File: config.mk
export PLATFORM = sky130hd
export DESIGN_NAME = adc_trigger_scheduler
export DESIGN_NICKNAME = d
export VERILOG_FILES = /design/src/hdl/ats_pkg.sv /design/src/hdl/ats_trig_if.sv /design/src/hdl/ats_trig_detect.sv /design/src/hdl/ats_stab_counter.sv /design/src/hdl/adc_trigger_scheduler.sv
export SDC_FILE = /design/constraint.sdc
export NUM_CORES = 1
export LEC_CHECK = 0
export BUFFER_PORTS_ARGS = -buffer_cell sky130_fd_sc_hd__buf_4
export CORE_MARGIN = 1
export CORE_UTILIZATION = 55
export CTS_BUF_LIST = sky130_fd_sc_hd__clkbuf_4 sky130_fd_sc_hd__clkbuf_8
export CTS_CLUSTER_DIAMETER = 100
export DETAILED_ROUTE_END_ITERATION = 12
export PLACE_DENSITY = 0.75
export RECOVER_POWER = 50
export SLEW_MARGIN = 20
export SYNTH_ARGS = -nofsm -noshare
export SYNTH_HDL_FRONTEND = slang
export SYNTH_SLANG_ARGS = --single-unit
File: constraint.sdc
create_clock -name core_clk_i -period 4 [get_ports core_clk_i]
set_input_delay 0.6 -clock core_clk_i [delete_from_list [all_inputs] [get_ports core_clk_i]]
set_output_delay 0.6 -clock core_clk_i [all_outputs]
set_load 0.01 [all_outputs]
File: src/hdl/ats_pkg.sv
// Constants, register map and enumerations of the conversion trigger scheduler.
// Assumes one core clock; the register port and the conversion core share it.
// Overview of operation
// RULE1 - Serve group 2 first, then 1, then 0
// RULE2 - One-shot converts each channel one to four times
// RULE3 - Hold one retrigger per running group, drop others
// RULE4 - Drop lower group trigger during higher conversion
// RULE5 - Hold higher group trigger during lower conversion
// RULE6 - Earlier lower trigger waits until higher work ends
// RULE7 - Halt method: 0 preempts now, 1 after channel
// RULE8 - Continuous mode only group 0, repeats until stop
// RULE9 - Continuous mode ignores further group 0 triggers
// RULE10 - Source select: 1 hardware triggers, 0 software starts
// RULE11 - Ignore triggers for group with empty scan list
// RULE12 - Software start works only while converter enabled
// RULE13 - Start on next edge, set running flag then
// RULE14 - Hardware start on selected edge, 01 means rising
// RULE15 - Per-group selector picks one of sixteen sources
// RULE16 - Stop bit ends group next edge, clears flag
// RULE17 - Early stop: no end interrupt, no result write
// RULE18 - Stop after value ready still commits result
// RULE19 - After stop serve others; restart from first channel
// RULE20 - Software halts hardware triggers before stopping group
// RULE21 - Clearing enable aborts everything without storing results
// RULE22 - Stand-by clears enable; software must re-enable
// RULE23 - After stand-by, wait for stabilization counter zero
// RULE24 - End interrupt per configured channel, else group end
package ats_pkg;

  localparam int ATS_GROUPS = 3;
  localparam int ATS_CHANS = 8;
  localparam int ATS_TSEL_W = 4;
  localparam int ATS_STAB_W = 8;

  // Register byte offsets
  localparam logic [7:0] ATS_OFS_CTRL = 8'h00;
  localparam logic [7:0] ATS_OFS_TRIG = 8'h04;
  localparam logic [7:0] ATS_OFS_SCAN0 = 8'h08;
  localparam logic [7:0] ATS_OFS_IRQCFG0 = 8'h14;
  localparam logic [7:0] ATS_OFS_TSEL = 8'h20;
  localparam logic [7:0] ATS_OFS_STAB = 8'h24;
  localparam logic [7:0] ATS_OFS_STEP = 8'h04;

  // Control register fields
  localparam int ATS_CTRL_EN_BIT = 0;
  localparam int ATS_CTRL_CONT_BIT = 1;
  localparam int ATS_CTRL_HWSEL_BIT = 2;
  localparam int ATS_CTRL_HALT_BIT = 3;
  localparam int ATS_CTRL_EDGE_LSB = 4;
  localparam int ATS_CTRL_REP_LSB = 10;

  // Trigger register fields (write) and status fields (read)
  localparam int ATS_TRIG_START_LSB = 0;
  localparam int ATS_TRIG_STOP_LSB = 4;
  localparam int ATS_STAT_RUN_LSB = 0;
  localparam int ATS_STAT_PEND_LSB = 4;
  localparam int ATS_STAT_BUSY_BIT = 8;
  localparam int ATS_STAT_CUR_LSB = 9;
  localparam int ATS_STAT_STABZ_BIT = 11;

  // Reset values
  localparam logic [1:0] ATS_EDGE_RST = 2'h1;
  localparam logic [1:0] ATS_REP_RST = 2'h0;
  localparam logic [7:0] ATS_SCAN_RST = 8'h00;
  localparam logic [7:0] ATS_IRQCFG_RST = 8'h00;
  localparam logic [3:0] ATS_TSEL_RST = 4'h0;
  localparam logic [7:0] ATS_STAB_RST = 8'h00;
  localparam logic [3:0] ATS_NO_CHAN = 4'h8;

  typedef enum logic [1:0] {
    ATS_EDGE_OFF = 2'b00,
    ATS_EDGE_RISE = 2'b01,
    ATS_EDGE_FALL = 2'b10,
    ATS_EDGE_BOTH = 2'b11
  } ats_edge_e;

  typedef enum logic {
    ATS_IDLE = 1'b0,
    ATS_CONV = 1'b1
  } ats_state_e;

endpackage

File: src/hdl/ats_trig_if.sv
// Carrier between the scheduler and one hardware trigger detector.
// Assumes the controller owns selection and edge code, the detector the pulse.
`timescale 1ns/1ps
interface ats_trig_if;
  logic [3:0] sel;
  logic [1:0] edge_code;
  logic pulse;
  modport det (input sel, input edge_code, output pulse);
  modport ctl (output sel, output edge_code, input pulse);
endinterface // ats_trig_if

File: src/hdl/ats_trig_detect.sv
// Hardware trigger selector and edge detector for one channel group.
// Assumes its source vector is already synchronised to core_clk_i.
`timescale 1ns/1ps
module ats_trig_detect #(
  parameter int NUM_SRC = 16
) (
  input wire logic core_clk_i,
  input wire logic rst_n_i,
  input wire logic ce_i,
  input wire logic [NUM_SRC-1:0] src_i,
  ats_trig_if.det trig_if
);
  import ats_pkg::*;

  logic lvl;
  logic prev_reg;
  logic pulse_reg;
  logic pulse_next;

  assign lvl = src_i[trig_if.sel]; // RULE15

  always_comb begin
    case (trig_if.edge_code) // RULE14
      ATS_EDGE_RISE: pulse_next = lvl & ~prev_reg;
      ATS_EDGE_FALL: pulse_next = ~lvl & prev_reg;
      ATS_EDGE_BOTH: pulse_next = lvl ^ prev_reg;
      default: pulse_next = 1'b0;
    endcase
  end

  always_ff @(posedge core_clk_i or negedge rst_n_i) begin
    if (!rst_n_i) begin
      prev_reg <= 1'b0;
      pulse_reg <= 1'b0;
    end else if (ce_i) begin
      prev_reg <= lvl;
      pulse_reg <= pulse_next;
    end
  end

  assign trig_if.pulse = pulse_reg;
endmodule // ats_trig_detect

File: src/hdl/ats_stab_counter.sv
// Stabilization down-counter reloaded when stand-by is released.
// Assumes load_i is a one-cycle pulse on the core clock.
`timescale 1ns/1ps
module ats_stab_counter #(
  parameter int WIDTH = 8
) (
  input wire logic core_clk_i,
  input wire logic rst_n_i,
  input wire logic ce_i,
  input wire logic load_i,
  input wire logic [WIDTH-1:0] value_i,
  output logic zero_o
);
  logic [WIDTH-1:0] cnt_reg;

  always_ff @(posedge core_clk_i or negedge rst_n_i) begin
    if (!rst_n_i) begin
      cnt_reg <= '0;
    end else if (ce_i) begin
      if (load_i) begin
        cnt_reg <= value_i;
      end else if (cnt_reg != '0) begin
        cnt_reg <= cnt_reg - 1'b1;
      end
    end
  end

  assign zero_o = (cnt_reg == '0); // RULE23
endmodule // ats_stab_counter

File: src/hdl/adc_trigger_scheduler.sv
// Conversion sequencer: accepts start and stop triggers, schedules groups.
// Assumes a conversion core that starts on conv_start_o, drops its work on
// conv_abort_o and pulses conv_ready_i when the digital value is ready.
//
// Our own choices: the strobed register port and the register offsets.
`timescale 1ns/1ps
module adc_trigger_scheduler #(
  parameter int NUM_SRC = 16
) (
  input wire logic core_clk_i,
  input wire logic rst_n_i,
  input wire logic ce_i,
  input wire logic [7:0] reg_addr_i,
  input wire logic [31:0] reg_wdata_i,
  input wire logic reg_wr_i,
  input wire logic reg_rd_i,
  output logic [31:0] reg_rdata_o,
  input wire logic [NUM_SRC-1:0] hw_src_i,
  input wire logic standby_i,
  input wire logic conv_ready_i,
  output logic conv_start_o,
  output logic conv_abort_o,
  output logic [2:0] conv_chan_o,
  output logic [1:0] conv_group_o,
  output logic result_write_o,
  output logic [ats_pkg::ATS_GROUPS-1:0] conversion_end_irq_o,
  output logic [ats_pkg::ATS_GROUPS-1:0] group_running_flag_o
);
  import ats_pkg::*;

  // Software-visible configuration
  logic converter_enable_reg;
  logic continuous_mode_reg;
  logic trigger_source_reg;
  logic halt_method_reg;
  logic [1:0] edge_sel_reg [ATS_GROUPS];
  logic [1:0] repeat_cfg_reg [ATS_GROUPS];
  logic [7:0] scan_list_reg [ATS_GROUPS];
  logic [7:0] irq_cfg_reg [ATS_GROUPS];
  logic [3:0] tsel_reg [ATS_GROUPS];
  logic [7:0] stab_reg;
  logic [31:0] rdata_reg;
  logic [31:0] rdata_next;

  // Pin synchronisers
  logic [NUM_SRC-1:0] src_meta_reg;
  logic [NUM_SRC-1:0] src_sync_reg;
  logic stby_meta_reg;
  logic stby_sync_reg;
  logic stby_prev_reg;
  logic stby_release;
  logic stab_zero;

  // Scheduler state
  ats_state_e state_reg;
  logic [ATS_GROUPS-1:0] run_reg;
  logic [ATS_GROUPS-1:0] pend_reg;
  logic [3:0] pos_reg [ATS_GROUPS];
  logic [1:0] rep_reg [ATS_GROUPS];
  logic [1:0] cur_reg;
  logic [2:0] chan_reg;
  logic start_reg;
  logic abort_reg;
  logic commit_reg;
  logic [ATS_GROUPS-1:0] irq_reg;

  logic [ATS_GROUPS-1:0] hw_pulse;
  logic [ATS_GROUPS-1:0] sw_start;
  logic [ATS_GROUPS-1:0] sw_stop;
  logic [ATS_GROUPS-1:0] trig;
  logic [ATS_GROUPS-1:0] accept_run;
  logic [ATS_GROUPS-1:0] accept_pend;
  logic top_found;
  logic [1:0] top_grp;
  logic [3:0] ch_next;

  function automatic logic [3:0] ats_first_chan(input logic [7:0] scan,
                                                input logic [3:0] from);
    logic [3:0] r;
    r = ATS_NO_CHAN;
    for (int i = ATS_CHANS - 1; i >= 0; i--) begin
      if (scan[i] && (4'(i) >= from)) begin
        r = 4'(i);
      end
    end
    return r;
  endfunction

  // Hardware trigger path, one detector per group
  genvar g;
  generate
    for (g = 0; g < ATS_GROUPS; g++) begin : gen_trig
      ats_trig_if tif ();
      assign tif.sel = tsel_reg[g];
      assign tif.edge_code = edge_sel_reg[g];
      assign hw_pulse[g] = tif.pulse;
      ats_trig_detect #(.NUM_SRC(NUM_SRC)) u_det (
        .core_clk_i(core_clk_i),
        .rst_n_i(rst_n_i),
        .ce_i(ce_i),
        .src_i(src_sync_reg),
        .trig_if(tif.det)
      );
    end
  endgenerate

  ats_stab_counter #(.WIDTH(ATS_STAB_W)) u_stab (
    .core_clk_i(core_clk_i),
    .rst_n_i(rst_n_i),
    .ce_i(ce_i),
    .load_i(stby_release),
    .value_i(stab_reg),
    .zero_o(stab_zero)
  );

  always_ff @(posedge core_clk_i or negedge rst_n_i) begin
    if (!rst_n_i) begin
      src_meta_reg <= '0;
      src_sync_reg <= '0;
      stby_meta_reg <= 1'b0;
      stby_sync_reg <= 1'b0;
      stby_prev_reg <= 1'b0;
    end else if (ce_i) begin
      src_meta_reg <= hw_src_i;
      src_sync_reg <= src_meta_reg;
      stby_meta_reg <= standby_i;
      stby_sync_reg <= stby_meta_reg;
      stby_prev_reg <= stby_sync_reg;
    end
  end

  assign stby_release = stby_prev_reg & ~stby_sync_reg;

  // Register writes
  always_ff @(posedge core_clk_i or negedge rst_n_i) begin
    if (!rst_n_i) begin
      converter_enable_reg <= 1'b0;
      continuous_mode_reg <= 1'b0;
      trigger_source_reg <= 1'b0;
      halt_method_reg <= 1'b0;
      stab_reg <= ATS_STAB_RST;
      for (int i = 0; i < ATS_GROUPS; i++) begin
        edge_sel_reg[i] <= ATS_EDGE_RST;
        repeat_cfg_reg[i] <= ATS_REP_RST;
        scan_list_reg[i] <= ATS_SCAN_RST;
        irq_cfg_reg[i] <= ATS_IRQCFG_RST;
        tsel_reg[i] <= ATS_TSEL_RST;
      end
    end else if (ce_i) begin
      if (reg_wr_i) begin
        if (reg_addr_i == ATS_OFS_CTRL) begin
          converter_enable_reg <= reg_wdata_i[ATS_CTRL_EN_BIT];
          continuous_mode_reg <= reg_wdata_i[ATS_CTRL_CONT_BIT];
          trigger_source_reg <= reg_wdata_i[ATS_CTRL_HWSEL_BIT];
          halt_method_reg <= reg_wdata_i[ATS_CTRL_HALT_BIT];
          for (int i = 0; i < ATS_GROUPS; i++) begin
            edge_sel_reg[i] <= reg_wdata_i[ATS_CTRL_EDGE_LSB + 2*i +: 2];
            repeat_cfg_reg[i] <= reg_wdata_i[ATS_CTRL_REP_LSB + 2*i +: 2];
          end
        end else if (reg_addr_i == ATS_OFS_TSEL) begin
          for (int i = 0; i < ATS_GROUPS; i++) begin
            tsel_reg[i] <= reg_wdata_i[ATS_TSEL_W*i +: ATS_TSEL_W];
          end
        end else if (reg_addr_i == ATS_OFS_STAB) begin
          stab_reg <= reg_wdata_i[7:0];
        end else begin
          for (int i = 0; i < ATS_GROUPS; i++) begin
            if (reg_addr_i == ATS_OFS_SCAN0 + 8'(i) * ATS_OFS_STEP) begin
              scan_list_reg[i] <= reg_wdata_i[7:0];
            end else if (reg_addr_i == ATS_OFS_IRQCFG0 + 8'(i) * ATS_OFS_STEP) begin
              irq_cfg_reg[i] <= reg_wdata_i[7:0];
            end
          end
        end
      end
      // Stand-by overrides any software enable in the same cycle
      if (stby_sync_reg) begin
        converter_enable_reg <= 1'b0; // RULE22
      end
    end
  end

  // Register reads
  always_comb begin
    rdata_next = 32'h0000_0000;
    if (reg_addr_i == ATS_OFS_CTRL) begin
      rdata_next[ATS_CTRL_EN_BIT] = converter_enable_reg;
      rdata_next[ATS_CTRL_CONT_BIT] = continuous_mode_reg;
      rdata_next[ATS_CTRL_HWSEL_BIT] = trigger_source_reg;
      rdata_next[ATS_CTRL_HALT_BIT] = halt_method_reg;
      for (int i = 0; i < ATS_GROUPS; i++) begin
        rdata_next[ATS_CTRL_EDGE_LSB + 2*i +: 2] = edge_sel_reg[i];
        rdata_next[ATS_CTRL_REP_LSB + 2*i +: 2] = repeat_cfg_reg[i];
      end
    end else if (reg_addr_i == ATS_OFS_TRIG) begin
      rdata_next[ATS_STAT_RUN_LSB +: ATS_GROUPS] = run_reg;
      rdata_next[ATS_STAT_PEND_LSB +: ATS_GROUPS] = pend_reg;
      rdata_next[ATS_STAT_BUSY_BIT] = (state_reg == ATS_CONV);
      rdata_next[ATS_STAT_CUR_LSB +: 2] = cur_reg;
      rdata_next[ATS_STAT_STABZ_BIT] = stab_zero;
    end else if (reg_addr_i == ATS_OFS_TSEL) begin
      for (int i = 0; i < ATS_GROUPS; i++) begin
        rdata_next[ATS_TSEL_W*i +: ATS_TSEL_W] = tsel_reg[i];
      end
    end else if (reg_addr_i == ATS_OFS_STAB) begin
      rdata_next[7:0] = stab_reg;
    end else begin
      for (int i = 0; i < ATS_GROUPS; i++) begin
        if (reg_addr_i == ATS_OFS_SCAN0 + 8'(i) * ATS_OFS_STEP) begin
          rdata_next[7:0] = scan_list_reg[i];
        end else if (reg_addr_i == ATS_OFS_IRQCFG0 + 8'(i) * ATS_OFS_STEP) begin
          rdata_next[7:0] = irq_cfg_reg[i];
        end
      end
    end
  end

  always_ff @(posedge core_clk_i or negedge rst_n_i) begin
    if (!rst_n_i) begin
      rdata_reg <= 32'h0000_0000;
    end else if (ce_i) begin
      rdata_reg <= reg_rd_i ? rdata_next : 32'h0000_0000;
    end
  end

  // Trigger qualification and group priority
  always_comb begin
    top_found = 1'b0;
    top_grp = 2'h0;
    for (int i = 0; i < ATS_GROUPS; i++) begin
      sw_start[i] = reg_wr_i && (reg_addr_i == ATS_OFS_TRIG)
                    && reg_wdata_i[ATS_TRIG_START_LSB + i];
      sw_stop[i] = reg_wr_i && (reg_addr_i == ATS_OFS_TRIG)
                   && reg_wdata_i[ATS_TRIG_STOP_LSB + i];
      trig[i] = converter_enable_reg // RULE12
                && (trigger_source_reg ? hw_pulse[i] : sw_start[i]) // RULE10
                && (scan_list_reg[i] != 8'h00) // RULE11
                && !sw_stop[i];
      accept_pend[i] = trig[i] && run_reg[i] // RULE3
                       && !(i == 0 && continuous_mode_reg); // RULE9
      // A lower group is refused only while a higher one is converting
      accept_run[i] = trig[i] && !run_reg[i]
                      && !((state_reg == ATS_CONV) && (cur_reg > 2'(i))); // RULE4 RULE5
      if (run_reg[i]) begin
        top_found = 1'b1;
        top_grp = 2'(i); // RULE1
      end
    end
    ch_next = ats_first_chan(scan_list_reg[top_grp], pos_reg[top_grp]);
  end

  // Scheduler
  always_ff @(posedge core_clk_i or negedge rst_n_i) begin
    if (!rst_n_i) begin
      state_reg <= ATS_IDLE;
      run_reg <= '0;
      pend_reg <= '0;
      cur_reg <= 2'h0;
      chan_reg <= 3'h0;
      start_reg <= 1'b0;
      abort_reg <= 1'b0;
      commit_reg <= 1'b0;
      irq_reg <= '0;
      for (int i = 0; i < ATS_GROUPS; i++) begin
        pos_reg[i] <= 4'h0;
        rep_reg[i] <= 2'h0;
      end
    end else if (ce_i) begin
      start_reg <= 1'b0;
      abort_reg <= 1'b0;
      commit_reg <= 1'b0;
      irq_reg <= '0;
      if (!converter_enable_reg) begin
        // Disable drops everything; a value ready now is not stored
        abort_reg <= (state_reg == ATS_CONV); // RULE21
        state_reg <= ATS_IDLE;
        run_reg <= '0;
        pend_reg <= '0;
        for (int i = 0; i < ATS_GROUPS; i++) begin
          pos_reg[i] <= 4'h0;
          rep_reg[i] <= 2'h0;
        end
      end else begin
        for (int i = 0; i < ATS_GROUPS; i++) begin
          if (accept_run[i]) begin
            run_reg[i] <= 1'b1; // RULE13 RULE6
          end else if (accept_pend[i]) begin
            pend_reg[i] <= 1'b1;
          end
        end
        case (state_reg)
          ATS_IDLE: begin
            if (top_found && stab_zero) begin // RULE23
              if (ch_next != ATS_NO_CHAN) begin
                state_reg <= ATS_CONV;
                start_reg <= 1'b1;
                cur_reg <= top_grp;
                chan_reg <= ch_next[2:0];
              end else begin
                // Whole scan list done for this group
                pos_reg[top_grp] <= 4'h0;
                rep_reg[top_grp] <= 2'h0;
                irq_reg[top_grp] <= (irq_cfg_reg[top_grp] == 8'h00); // RULE24
                pend_reg[top_grp] <= pend_reg[top_grp] & accept_pend[top_grp];
                run_reg[top_grp] <= pend_reg[top_grp] | accept_pend[top_grp]
                                    | ((top_grp == 2'h0) && continuous_mode_reg); // RULE8
              end
            end
          end
          ATS_CONV: begin
            if (conv_ready_i) begin
              // Value ready wins over a stop in the same cycle
              state_reg <= ATS_IDLE;
              commit_reg <= 1'b1; // RULE18
              irq_reg[cur_reg] <= irq_cfg_reg[cur_reg][chan_reg]; // RULE24
              if (rep_reg[cur_reg] == repeat_cfg_reg[cur_reg]) begin // RULE2
                rep_reg[cur_reg] <= 2'h0;
                pos_reg[cur_reg] <= {1'b0, chan_reg} + 4'h1;
              end else begin
                rep_reg[cur_reg] <= rep_reg[cur_reg] + 2'h1;
              end
            end else if (sw_stop[cur_reg]) begin
              state_reg <= ATS_IDLE;
              abort_reg <= 1'b1; // RULE17
            end else if (top_found && (top_grp > cur_reg) && !halt_method_reg) begin
              // Interrupted channel is redone later from the same position
              state_reg <= ATS_IDLE;
              abort_reg <= 1'b1; // RULE7
            end
          end
          default: state_reg <= ATS_IDLE;
        endcase
        for (int i = 0; i < ATS_GROUPS; i++) begin
          if (sw_stop[i]) begin
            run_reg[i] <= 1'b0; // RULE16
            pend_reg[i] <= 1'b0;
            pos_reg[i] <= 4'h0; // RULE19
            rep_reg[i] <= 2'h0;
          end
        end
      end
    end
  end

  assign reg_rdata_o = rdata_reg;
  assign conv_start_o = start_reg;
  assign conv_abort_o = abort_reg;
  assign conv_chan_o = chan_reg;
  assign conv_group_o = cur_reg;
  assign result_write_o = commit_reg;
  assign conversion_end_irq_o = irq_reg;
  assign group_running_flag_o = run_reg;
endmodule // adc_trigger_scheduler

==> impl_results.md, run 1 <==
* Status: finished with violations
* Failing checks: max-capacitance violations, max-slew violations
* Worst-skew pair later-pin latency at 480 ps
* Initial DRC count at between 700 and 800
* CP endpoint kind: flip-flop
* Fin crit share at 0.8188
* Routed WL at 26,850 µm
* DRC errors left at 0
* Start point of the critical path: group_running_flag_o[1]
* Switching Share at 0.2932
* Compound-cell area share of the yosys netlist at 0.1542
* CTS tree: done
* Nets at roughly 1,100
* Worst slack at placement at 863.6 ps
* Clock Tree Buf Depth at 2
* Post-layout util at 0.6350
* Cell family with most CP delay: compound AO/OA/AOI/OAI gates
* Worst-path clk slew at ~110 ps
* Internal at approximately 2.8 mW
* Final hold violations at 0
* Largest net degree at the start of global routing at between 90 and 100
* Post-synth EDFFs at 0
* Setup TNS at 0 ps
* Routed vias at a little under 8,000
* Die area at between 0.015 and 0.02 mm²
* Post-cts sizing count at 0
* Minimum clock period at approximately 3300 ps
* Most frequent CP cell: o21ai_1
* Share of post-route cells with drive strength above 1 at 0.2788
* Yosys warnings at 0
* Adder-cell share of the synthesized area at 0.01249
* Synth unique cells at around 80
* Logic pwr share at 0.130
* Largest family of logic cells by synthesized area: multiplexers
* Critical path cell sequence: buf_4 -> mux2i_1 -> o21ai_1 -> o21a_1 -> o21bai_1 -> nand4_1 -> o21ai_1 -> nand3_1 -> a22o_1
* IO buf count at 76
* Max_slew headroom at -0.5133
* Share of async-settable or async-resettable flops after synthesis at 1.000
* Final max-slew violation count at 93
* Non-Filler Instances at 1,215
* Unrepaired setup endpoints after global routing: no
* Area Overhead vs Synth at 11.13%
* HP Start: hw_src_i[15]
* MaxCap Viol Count at 1
* Post-CTS setup buffers at 0
* Worst VDD drop at approximately 0.00023 V
* Die H at between 100 and 150 µm
* Clock sinks at 185
* Clock Power Share at 0.347
* Width of the die at approximately 140 µm
* First-pass GRT wire length at 42,320 µm
* Sequential share of power at 0.523
* Synth Flop Type: dfrtp_1
* IO Pins at 109
* Hold Path Class: in2reg
* Syn_area_per_cell at 10.88 µm²
* CTS Buf Count at 17
* Antenna viol nets, final at 0
* Clk root buf: clkbuf_8
* Pwr Density at ~360 mW/mm²
* Final worst setup slack at between 700 and 800 ps
* Sequential cell area fraction in the yosys report at 0.4624
* Slowest-stage cell, CP: dfrtp_1
* Fmax at just over 300 MHz
* CP startpoint kind: flip-flop
* Maximum fanout along the worst path at 13
* Sw Pwr at about 1.2 mW
* Core outline area at approximately 0.018 mm²
* Final setup violation count at 0
* Worst Max-Slew Pin Slew at approximately 2300 ps
* Total grt overflow at 0
* R2R Path Start: group_running_flag_o[1]
* Netlist Area Pre-Place at ~0.010 mm²
* Post-Synth Simple-Gate Area at 0.1172
* Avg WL per Cell at between 20 and 25 µm
* Placed cells at between 1,000 and 1,500
* Gp weighted congestion at 1.019
* Leak Pwr at approximately 5 nW
* Via/cell ratio at 6.491
* H-tree levels at 4
* FF+latch count, synth at 185
* Crit Path Class: reg2reg
* Dpl hpwl at 19,420 µm
* Number of hold buffers added after cts at 0
* Global Route Usage Sum at 0.3033
* Req. time, crit path at ~4400 ps
* Initial antenna violation count at 0
* Mux contribution to synthesized area at 0.2014
* Xor and xnor area share after synthesis at 0.004370
* Clock skew at approximately 16 ps
* # diodes at 0
* 1st-pass router iterations at 6
* Initial Util at 0.5714
* Synthesized instance count at a little over 900
* Row count at between 40 and 50
* WP buf/inv at 1
* WP data arrival at between 3000 and 4000 ps
* Vias in the first global route at about 7,600
* Largest stage delay on the critical path at roughly 820 ps
[kinds of logic (layout without fill, tap and decap cells)]
logic type | after synthesis | in the layout
buffers and inverters | 101 | 155
and+or+nand+nor | 231 | 231
muxes | 165 | 165
adders and majority gates | 10 | 10
other | 1 | 16
xor gates and xnor gates | 5 | 5
DFF | 185 | 185
AOI/OAI and AO/OA | 223 | 223
[layout by cell type (no fill, tap or decap), types with 11 or more instances in the layout]
cell,instances
conb_1,16
nand3_1,23
and3_1,11
nand2_1,72
clkbuf_8,18
a21oi_1,37
o22ai_1,16
nand4_1,13
o21ai_0,48
inv_1,30
buf_4,88
nor4_1,16
o2bb2ai_1,14
nor3_1,12
a22oi_1,15
mux4_2,16
mux2_2,118
nor2_1,44
mux2i_1,28
dfrtp_1,182
a211oi_1,12
[power by group through the flow]
stage          combinational (mW)  clock (mW)  sequential [mW]
6_report                    0.520        1.39             2.09
5_1_grt                     0.577        1.48             2.10
4_1_cts                     0.520        1.41             2.08
3_5_place_dp                0.520           0             2.12
3_3_place_gp                0.497           0             2.12
2_1_floorplan               0.362           0             2.08
[worst paths after layout]
kind | to | slack, ps | depth (start not counted)
setup / recovery | pos_reg[9] | 720 | 9
hold / removal | src_meta_reg[15] | 330 | 2
setup reg to reg | pos_reg[9] | 720 | 9
hold reg to reg | reg_rdata_o[5] | 490 | 1
max in group asynchronous | pos_reg[11] | 1500 | 2
min in group asynchronous | u_stab.cnt_reg[2] | 780 | 1
[Yosys cell counts, types with 12 or more instances]
library cell,number,share of area
nand2_1,72,0.027
nand4_1,13,0.0081
a21oi_1,37,0.018
nor2_1,44,0.016
o21ai_0,48,0.024
clkbuf_1,35,0.013
dfrtp_1,182,0.45
nor4_1,16,0.010
o2bb2ai_1,14,0.012
a22oi_1,15,0.011
o22ai_1,16,0.010
a211oi_1,12,0.0090
buf_4,17,0.013
nor3_1,12,0.0060
nand3_1,23,0.011
mux2_2,118,0.13
mux4_2,16,0.036
mux2i_1,28,0.028
inv_1,30,0.011
[through the flow]
stage	power (mW)	hold slack, ps	instance area (µm²)
after detailed placement	2.640	470.6	10710
after global placement	2.612	461.5	10710
after global routing	4.156	314.4	11140
after CTS	4.012	209.3	11150
final	3.994	332.5	11140
after floorplan	2.445	304.4	10080
[cell type report]
class | instances | area [µm²]
Clock buffer | 18 | 247.7
Clock inverter | 14 | 195.2
Fill cell | 1429 | 6401
Inverter | 31 | 116.4
Multi-Input combinational cell | 650 | 4967
Sequential cell | 185 | 4633
Tap cell | 225 | 281.5
Timing Repair Buffer | 92 | 694.4
[per-layer routing]
layer | GRT usage | vias up | wire, µm
met2 | 0.4610 | 343 | 12410
li1 | - | 3539 | -
met4 | 0.1068 | 0 | 650
met3 | 0.07556 | 57 | 2181
met5 | 0 | - | 0
met1 | 0.4212 | 3947 | 11610
No activity file was read; power rests on OpenSTA's default activity.
==> inputs of run 2 (changes only) <==
--- a/config.mk
+++ b/config.mk
@@ -5,6 +5,7 @@
 export SDC_FILE = /design/constraint.sdc
 export NUM_CORES = 1
 export LEC_CHECK = 0
+export ABC_AREA = 1
 export BUFFER_PORTS_ARGS = -buffer_cell sky130_fd_sc_hd__buf_4
 export CORE_MARGIN = 1
 export CORE_UTILIZATION = 55
==> constraint.sdc (replaced) <==
create_clock -name core_clk_i -period 3.1 [get_ports core_clk_i]
set_input_delay 0.465 -clock core_clk_i [delete_from_list [all_inputs] [get_ports core_clk_i]]
set_output_delay 0.465 -clock core_clk_i [all_outputs]
set_load 0.01 [all_outputs]
==> impl_results.md, run 2 <==
* Commonest non-fill, non-tap cells in the layout: nand2_1, dfrtp_1, o21ai_0
* Fillers at 1,708 (+20%)
* Area Overhead vs Synth at 10.51%
* Max_slew headroom at -0.3383 (+0.1750)
* Status: finished with violations
* Row count at 50 (+4.2%)
* Fin crit share at 0.8690 (+0.05019)
* Worst-path clk slew at 110 ps (about the same)
* Die area at 0.01965 mm² (+4.7%)
* Crit Path Class: reg2reg
* Clock sinks at 185 (unchanged)
* Global Route Usage Sum at 0.3241 (+0.02079)
* Synth area leaders: dfrtp_1, nand2_1, o21ai_0
* CTS Buf Count at 17 (unchanged)
* Width of the die at 140.2 µm (+2.3%)
* FF+latch count, synth at 185 (unchanged)
* Pwr Density at 428.1 mW/mm² (+19%)
* Syn_area_per_cell at 7.416 µm² (-32%)
* Final worst setup slack at 406.2 ps (-318.7 ps)
* Hold Path Class: in2reg
* Placed cells at 1,687 (+43%)
* Worst slack at placement at 343.4 ps (-520.2 ps)
* Final instance area at 0.01160 mm² (+4.2%)
* Initial DRC count at 1,033 (+33%)
* Post-CTS setup buffers at 0 (unchanged)
* 1st-pass router iterations at 9 (+3)
* Via/cell ratio at 5.789 (-11%)
* Initial Util at 0.5614 (-0.01001)
* Initial antenna violation count at 0 (unchanged)
* Routed WL at 30,450 µm (+13%)
* DP Area at 0.01120 mm² (+4.7%)
* Number of hold buffers added after cts at 0 (unchanged)
* Sequential cell area fraction in the yosys report at 0.4412 (-0.02115)
* Minimum clock period at 2694 ps (-581.3 ps)
* Yosys top cell area share at 0.4337 (-0.02079)
* Dominant cell type by area after synthesis: dfrtp_1
* Maximum fanout along the worst path at 12 (-1)
* Fmax at 371.2 MHz (+22%)
* Logic pwr share at 0.123 (-0.007)
* WP data arrival at 3070 ps (-580 ps)
* Most common cell after layout, fill and taps aside: nand2_1
* Clock skew at 17.87 ps (+1.913 ps)
* Synth Flop Type: dfrtp_1
* Synthesized instance count at 1,416 (+54%)
* IO Pins at 109 (unchanged)
* Post-synth EDFFs at 0 (unchanged)
* Final max-slew violation count at 78 (-16%)
* Internal at 3.446 mW (+22%)
* Clock Tree Buf Depth at 2 (unchanged)
* Clock Power Share at 0.345 (-0.002)
* First-pass GRT wire length at 48,900 µm (+16%)
* Netlist Area Pre-Place at 0.01050 mm² (+4.8%)
* Synth unique cells at 51 (-35%)
* Total power at 4.968 mW (+24%)
* Final hold violations at 0 (unchanged)
* Sw Pwr at 1.522 mW (+30%)
* Failing checks: design-rule violations, max-capacitance violations, max-slew violations
* Worst-skew pair later-pin latency at 490 ps (about the same)
* Sequential share of power at 0.533 (+0.010)
* Largest net degree at the start of global routing at 79 (-16%)
* CP startpoint kind: flip-flop
* Post-layout util at 0.6204 (-0.01459)
* Largest stage delay on the critical path at 600 ps (-220 ps)
* Most frequent cell after synthesis: nand2_1
* H-tree levels at 4 (unchanged)
* Req. time, crit path at 3480 ps (-890 ps)
* Final setup violation count at 0 (unchanged)
* Share of post-route cells with drive strength above 1 at 0.1145 (-0.1643)
* Nets at 1,545 (+47%)
* Die H at 140.2 µm (+2.3%)
* Hold WS at 165.3 ps (-167.3 ps)
* Routed vias at 9,952 (+26%)
* Antenna viol nets, final at 0 (unchanged)
* Leak Pwr at 5.644 nW (+11%)
* Register Area at 0.004633 mm² (unchanged)
* Yosys warnings at 0 (unchanged)
* Unrepaired setup endpoints after global routing: no
* Top cells by count, synth: nand2_1, dfrtp_1, o21ai_0, inv_1, nor2_1
* Vias in the first global route at 9,250 (+21%)
* Setup TNS at 0 ps (unchanged)
* Core outline area at 0.01871 mm² (+6.7%)
* CP endpoint kind: flip-flop
* Slowest-stage cell, CP: dfrtp_1
* Avg WL per Cell at 17.71 µm (-20%)
* DRC errors left at 1 (+1)
* Total grt overflow at 0 (unchanged)
* Share of async-settable or async-resettable flops after synthesis at 1.000 (unchanged)
* Worst VDD drop at 0.0003586 V (+54%)
* Critical path cell sequence: inv_4 -> nand2_2 -> nor2_1 -> nor2_2 -> nand3_1 -> nand2_1 -> nand2_1 -> nor2_2 -> nand2_4 -> nor3_1 -> nand3_1 -> nand3_1 -> nand2_1
* # diodes at 0 (unchanged)
* Worst Max-Slew Pin Slew at 2007 ps (-262.5 ps)
* CTS tree: done
* Multi-input combinational cell area at 0.004985 mm² (+0.35%)
* Gp weighted congestion at 1.003 (-1.5%)
* Non-Filler Instances at 1,719 (+41%)
* Dpl hpwl at 22,150 µm (+14%)
* Switching Share at 0.3063 (+0.01311)
* IO buf count at 76 (unchanged)
* Clk root buf: clkbuf_8
* MaxCap Viol Count at 1 (unchanged)
-- run 2: cell count changes after synthesis, moves of 21 or more --
cell	change
mux2i_1	-27
mux2_2	-116
o21ai_0	+131
nand3_1	+49
a21oi_1	+21
nor2_1	+43
nand2_1	+359
inv_1	+117
-- run 2: worst paths after layout --
path	slack [ps]	cells after the start	start	endpoint
worst max-delay path	410	13	group_running_flag_o[2]	pend_reg[0]
worst min-delay path	170	3	hw_src_i[14]	src_meta_reg[14]
worst max register to register	410	13	group_running_flag_o[2]	pend_reg[0]
worst min register to register	480	2	src_meta_reg[6]	src_meta_reg[6]
max in group asynchronous	790	2	rst_n_i	irq_cfg_reg[15]
min in group asynchronous	510	1	rst_n_i	scan_list_reg[18]
-- run 2: per-layer routing --
layer,global-route usage,routed length [µm],share of wire
met1,0.4180,12750,0.42
met4,0.1278,994,0.033
met5,0,0,0
met3,0.06564,2140,0.070
met2,0.5363,14560,0.48
-- run 2: power groups by stage --
stage / logic, mW / clock network, mW / registers, mW
6_report: 0.609 / 1.71 / 2.65
5_1_grt: 0.695 / 1.84 / 2.66
4_1_cts: 0.612 / 1.74 / 2.64
3_5_place_dp: 0.609 / 0 / 2.69
3_3_place_gp: 0.591 / 0 / 2.68
2_1_floorplan: 0.405 / 0 / 2.66
-- run 2: layout make-up --
type | instances | share of cell area
Multi-Input combinational cell | 1022 | 0.4295
Sequential cell | 185 | 0.3992
Timing Repair Buffer | 90 | 0.05876
Inverter | 156 | 0.05067
Tap cell | 234 | 0.02523
Clock buffer | 18 | 0.02081
Clock inverter | 14 | 0.01574
-- run 2: timing repair --
action,CTS,global route
hold endpoints to repair,0,0
gates resized for setup,0,1
endpoints found under the setup margin,0,3
-- run 2: kinds of logic after synthesis --
| group | Yosys count | synth area share |
|---|---|---|
| buf+inv | 224 | 0.08972 |
| compound gates | 341 | 0.1873 |
| mux | 3 | 0.003098 |
| fa+ha+maj | 10 | 0.01191 |
| flops | 185 | 0.4412 |
| xor+xnor | 3 | 0.004290 |
| simple gates | 649 | 0.2621 |
| other cells | 1 | 0.0003571 |
-- run 2: critical path, delay by kind of cell (launching register included) --
family                 cells  cell delay, ps
buffers and inverters      1             170
DFF                        1             600
and+or+nand+nor           12            1810
==> inputs of run 3 (changes only) <==
--- a/config.mk
+++ b/config.mk
@@ -7,6 +7,7 @@
 export LEC_CHECK = 0
 export ABC_AREA = 1
 export BUFFER_PORTS_ARGS = -buffer_cell sky130_fd_sc_hd__buf_4
+export CAP_MARGIN = 20
 export CORE_MARGIN = 1
 export CORE_UTILIZATION = 55
 export CTS_BUF_LIST = sky130_fd_sc_hd__clkbuf_4 sky130_fd_sc_hd__clkbuf_8
@@ -17,4 +18,5 @@
 export SLEW_MARGIN = 20
 export SYNTH_ARGS = -nofsm -noshare
 export SYNTH_HDL_FRONTEND = slang
+export SYNTH_HIERARCHICAL = 1
 export SYNTH_SLANG_ARGS = --single-unit
==> impl_results.md, run 3 <==
* Width of the die at 144.6 µm (+3.1%)
* Logic pwr share at 0.156 (+0.033)
* Gp weighted congestion at 1.005 (+0.20%)
* Worst hold path stage count at 3 (unchanged)
* MaxCap Viol Count at 1 (unchanged)
* Synth Flop Type: dfrtp_1
* Yosys warnings at 6 (+6)
* Syn_area_per_cell at 7.370 µm² (-0.62%)
* Leak Pwr at 6.104 nW (+8.1%)
* Fin crit share at 0.8567 (-0.01221)
* Initial Util at 0.5670 (+0.005636)
* Yosys top cell area share at 0.4073 (-0.02635)
* Avg WL per Cell at 17.15 µm (-3.2%)
* Netlist Area Pre-Place at 0.01118 mm² (+6.5%)
* Worst VDD drop at 0.0002955 V (-18%)
* Antenna viol nets, final at 0 (unchanged)
* Clock skew at 22.98 ps (+5.115 ps)
* 1st-pass router iterations at 6 (-3)
* Final setup violation count at 0 (unchanged)
* GRT met2 Usage at 0.4805 (-0.05580)
* Routed vias at 10,393 (+4.4%)
* Clock Tree Buf Depth at 2 (unchanged)
* Sequential cell area fraction in the yosys report at 0.4144 (-0.02681)
* Worst slack at placement at 557.0 ps (+213.6 ps)
* Register Area at 0.004633 mm² (unchanged)
* Share of async-settable or async-resettable flops after synthesis at 1.000 (unchanged)
* Post-synth EDFFs at 0 (unchanged)
* Switching Share at 0.3292 (+0.02288)
* IO Pins at 109 (unchanged)
* Routed WL at 31,900 µm (+4.8%)
* Dominant cell type by area after synthesis: dfrtp_1
* Synth unique cells at 57 (+12%)
* Synthesized instance count at 1,517 (+7.1%)
* Final max-slew violation count at 61 (-22%)
* WP data arrival at 3040 ps (-30 ps)
* Status: finished with violations
* Mux contribution to synthesized area at 0.004029 (+0.0009308)
* Global Route Usage Sum at 0.3198 (-0.004268)
* IO buf count at 76 (unchanged)
* Nets at 1,655 (+7.1%)
* Top cells by count, synth: nand2_1, dfrtp_1, inv_1, o21ai_0, nand3_1
* First-pass GRT wire length at 50,180 µm (+2.6%)
* Clock Power Share at 0.322 (-0.023)
* Req. time, crit path at 3480 ps (about the same)
* R2R Path Start: group_running_flag_o[2]
* Setup TNS at 0 ps (unchanged)
* Failing checks: max-capacitance violations, max-slew violations
* Worst-path clk slew at 120 ps (about the same)
* Synth area leaders: dfrtp_1, nand2_1, o21ai_0
* Vias in the first global route at 9,430 (+1.9%)
* CP startpoint kind: flip-flop
* CP endpoint kind: flip-flop
* R2r setup slk at 440 ps (+40 ps)
* Unrepaired setup endpoints after global routing: no
* # diodes at 0 (unchanged)
* Compound-cell area share of the yosys netlist at 0.1296 (-0.05771)
* Met3 usage at 0.06026 (-0.005376)
* Clk root buf: clkbuf_8
* CTS tree: done
* Reg-to-Reg End: pos_reg[10]
* Multi-input combinational cell area at 0.005493 mm² (+10%)
* Share of post-route cells with drive strength above 1 at 0.1599 (+0.04540)
* Fillers at 1,817 (+6.4%)
* Xor and xnor area share after synthesis at 0.004476 (+0.0001870)
* Post-CTS setup buffers at 0 (unchanged)
* Sw Pwr at 1.689 mW (+11%)
* CTS Buf Count at 17 (unchanged)
* Worst Max-Slew Pin Slew at 1529 ps (-478.0 ps)
* Hold endpoint: src_meta_reg[11]
* Pwr Density at 417.6 mW/mm² (-2.5%)
* Via/cell ratio at 5.588 (-3.5%)
* Initial antenna violation count at 1 (+1)
* Minimum clock period at 2656 ps (-37.85 ps)
* Largest family of logic cells by synthesized area: simple AND/OR/NAND/NOR gates
* Area Overhead vs Synth at 9.915%
* Core outline area at 0.01972 mm² (+5.4%)
* HP Start: hw_src_i[11]
* Most frequent cell after synthesis: nand2_1
* Crit Path Class: reg2reg
* Initial DRC count at 1,060 (+2.6%)
* Met1 GRT Util at 0.4592 (+0.04118)
* Max_slew headroom at -0.01962 (+0.3187)
* Sequential share of power at 0.521 (-0.012)
* Final hold violations at 0 (unchanged)
* Fmax at 376.5 MHz (+1.4%)
* Internal at 3.443 mW (-0.11%)
* Largest net degree at the start of global routing at 64 (-19%)
* Worst-skew pair later-pin latency at 490 ps (about the same)
* Layer with the highest usage: met2
* Commonest non-fill, non-tap cells in the layout: nand2_1, dfrtp_1, inv_1
* R2R depth at 14 (+1)
* Clock sinks at 185 (unchanged)
* Row count at 51 (+2.0%)
* Total grt overflow at 0 (unchanged)
* Hold Path Class: in2reg
* Dpl hpwl at 23,620 µm (+6.6%)
* Maximum fanout along the worst path at 13 (+1)
* Die area at 0.02090 mm² (+6.4%)
* FF+latch count, synth at 185 (unchanged)
* Post-Synth Simple-Gate Area at 0.3366 (+0.07449)
* Adder-cell share of the synthesized area at 0.01119 (-0.0007240)
* DRC errors left at 0 (-1)
* H-tree levels at 4 (unchanged)
* Die H at 144.6 µm (+3.1%)
* Most common cell after layout, fill and taps aside: nand2_1
* Final worst setup slack at 444.1 ps (+37.85 ps)
## run 3: cells by family after synthesis
logic type / after synthesis
multiplexers: 4
XOR/XNOR: 4
AND/OR/NAND/NOR: 816
other: 1
buffers and inverters: 250
flip-flops: 185
adder cells (fa/ha/maj): 10
AO/OA/AOI/OAI: 247
## run 3: power by group through the flow
stage	Clock (mW)	Combinational, mW	Sequential [mW]
2_1_floorplan	0	0.573	2.68
3_3_place_gp	0	0.777	2.72
3_5_place_dp	0	0.800	2.72
4_1_cts	1.68	0.803	2.67
5_1_grt	1.75	0.918	2.69
6_report	1.65	0.802	2.68
## run 3: per-layer routing
metal  share of wire  routed length (µm)
met1            0.45               14330
met2            0.44               14000
met3           0.085                2717
met4           0.027                 853
met5               0                   0
## run 3: how the worst max path moves through the flow
| stage | start | end |
|---|---|---|
| after floorplan | conv_group_o[1] | pos_reg[6] |
| after global placement | reg_addr_i[0] | scan_list_reg[22] |
| after detailed placement | reg_addr_i[0] | scan_list_reg[16] |
| after CTS | group_running_flag_o[2] | pos_reg[10] |
| after global routing | rst_n_i | scan_list_reg[19] |
| final | group_running_flag_o[2] | pos_reg[10] |
## run 3: layout make-up
type                            count  area share
Multi-Input combinational cell   1097      0.4470
Sequential cell                   185      0.3770
Inverter                          186     0.05946
Timing Repair Buffer               95     0.05793
Tap cell                          265     0.02698
Clock buffer                       18     0.01965
Clock inverter                     14     0.01201
## run 3: through the flow
| stage | area, µm² | cells | hold WS [ps] | utilization | total power, mW |
|---|---|---|---|---|---|
| 2_1_floorplan | 11240 | 1532 | 169.4 | - | 3.251 |
| 3_3_place_gp | 11910 | 1827 | 454.0 | 0.6042 | 3.493 |
| 3_5_place_dp | 11910 | 1827 | 459.0 | 0.6042 | 3.519 |
| 4_1_cts | 12310 | 1860 | 148.7 | 0.6244 | 5.158 |
| 5_1_grt | 12290 | 1860 | 146.2 | 0.6233 | 5.365 |
| 6_report | 12290 | 1860 | 161.6 | 0.6233 | 5.132 |
## run 3: repair_timing
action,in CTS,in global routing
endpoints found under the hold margin,58,0
hold buffers,1,0
resized for setup,0,0
## run 3: worst max-delay path: stages (launching register included)
cell and delay, ps:
dfrtp_1 520, nor2_2 540, nand2_1 180, nand3_2 130, nand3_1 100, nand2_1 100
nand2_1 100, nor2_4 150, nand2_4 120, nor2_8 140, inv_6 60, nand3b_4 140
nand3_4 130, nand2_1 80, nand2_1 50
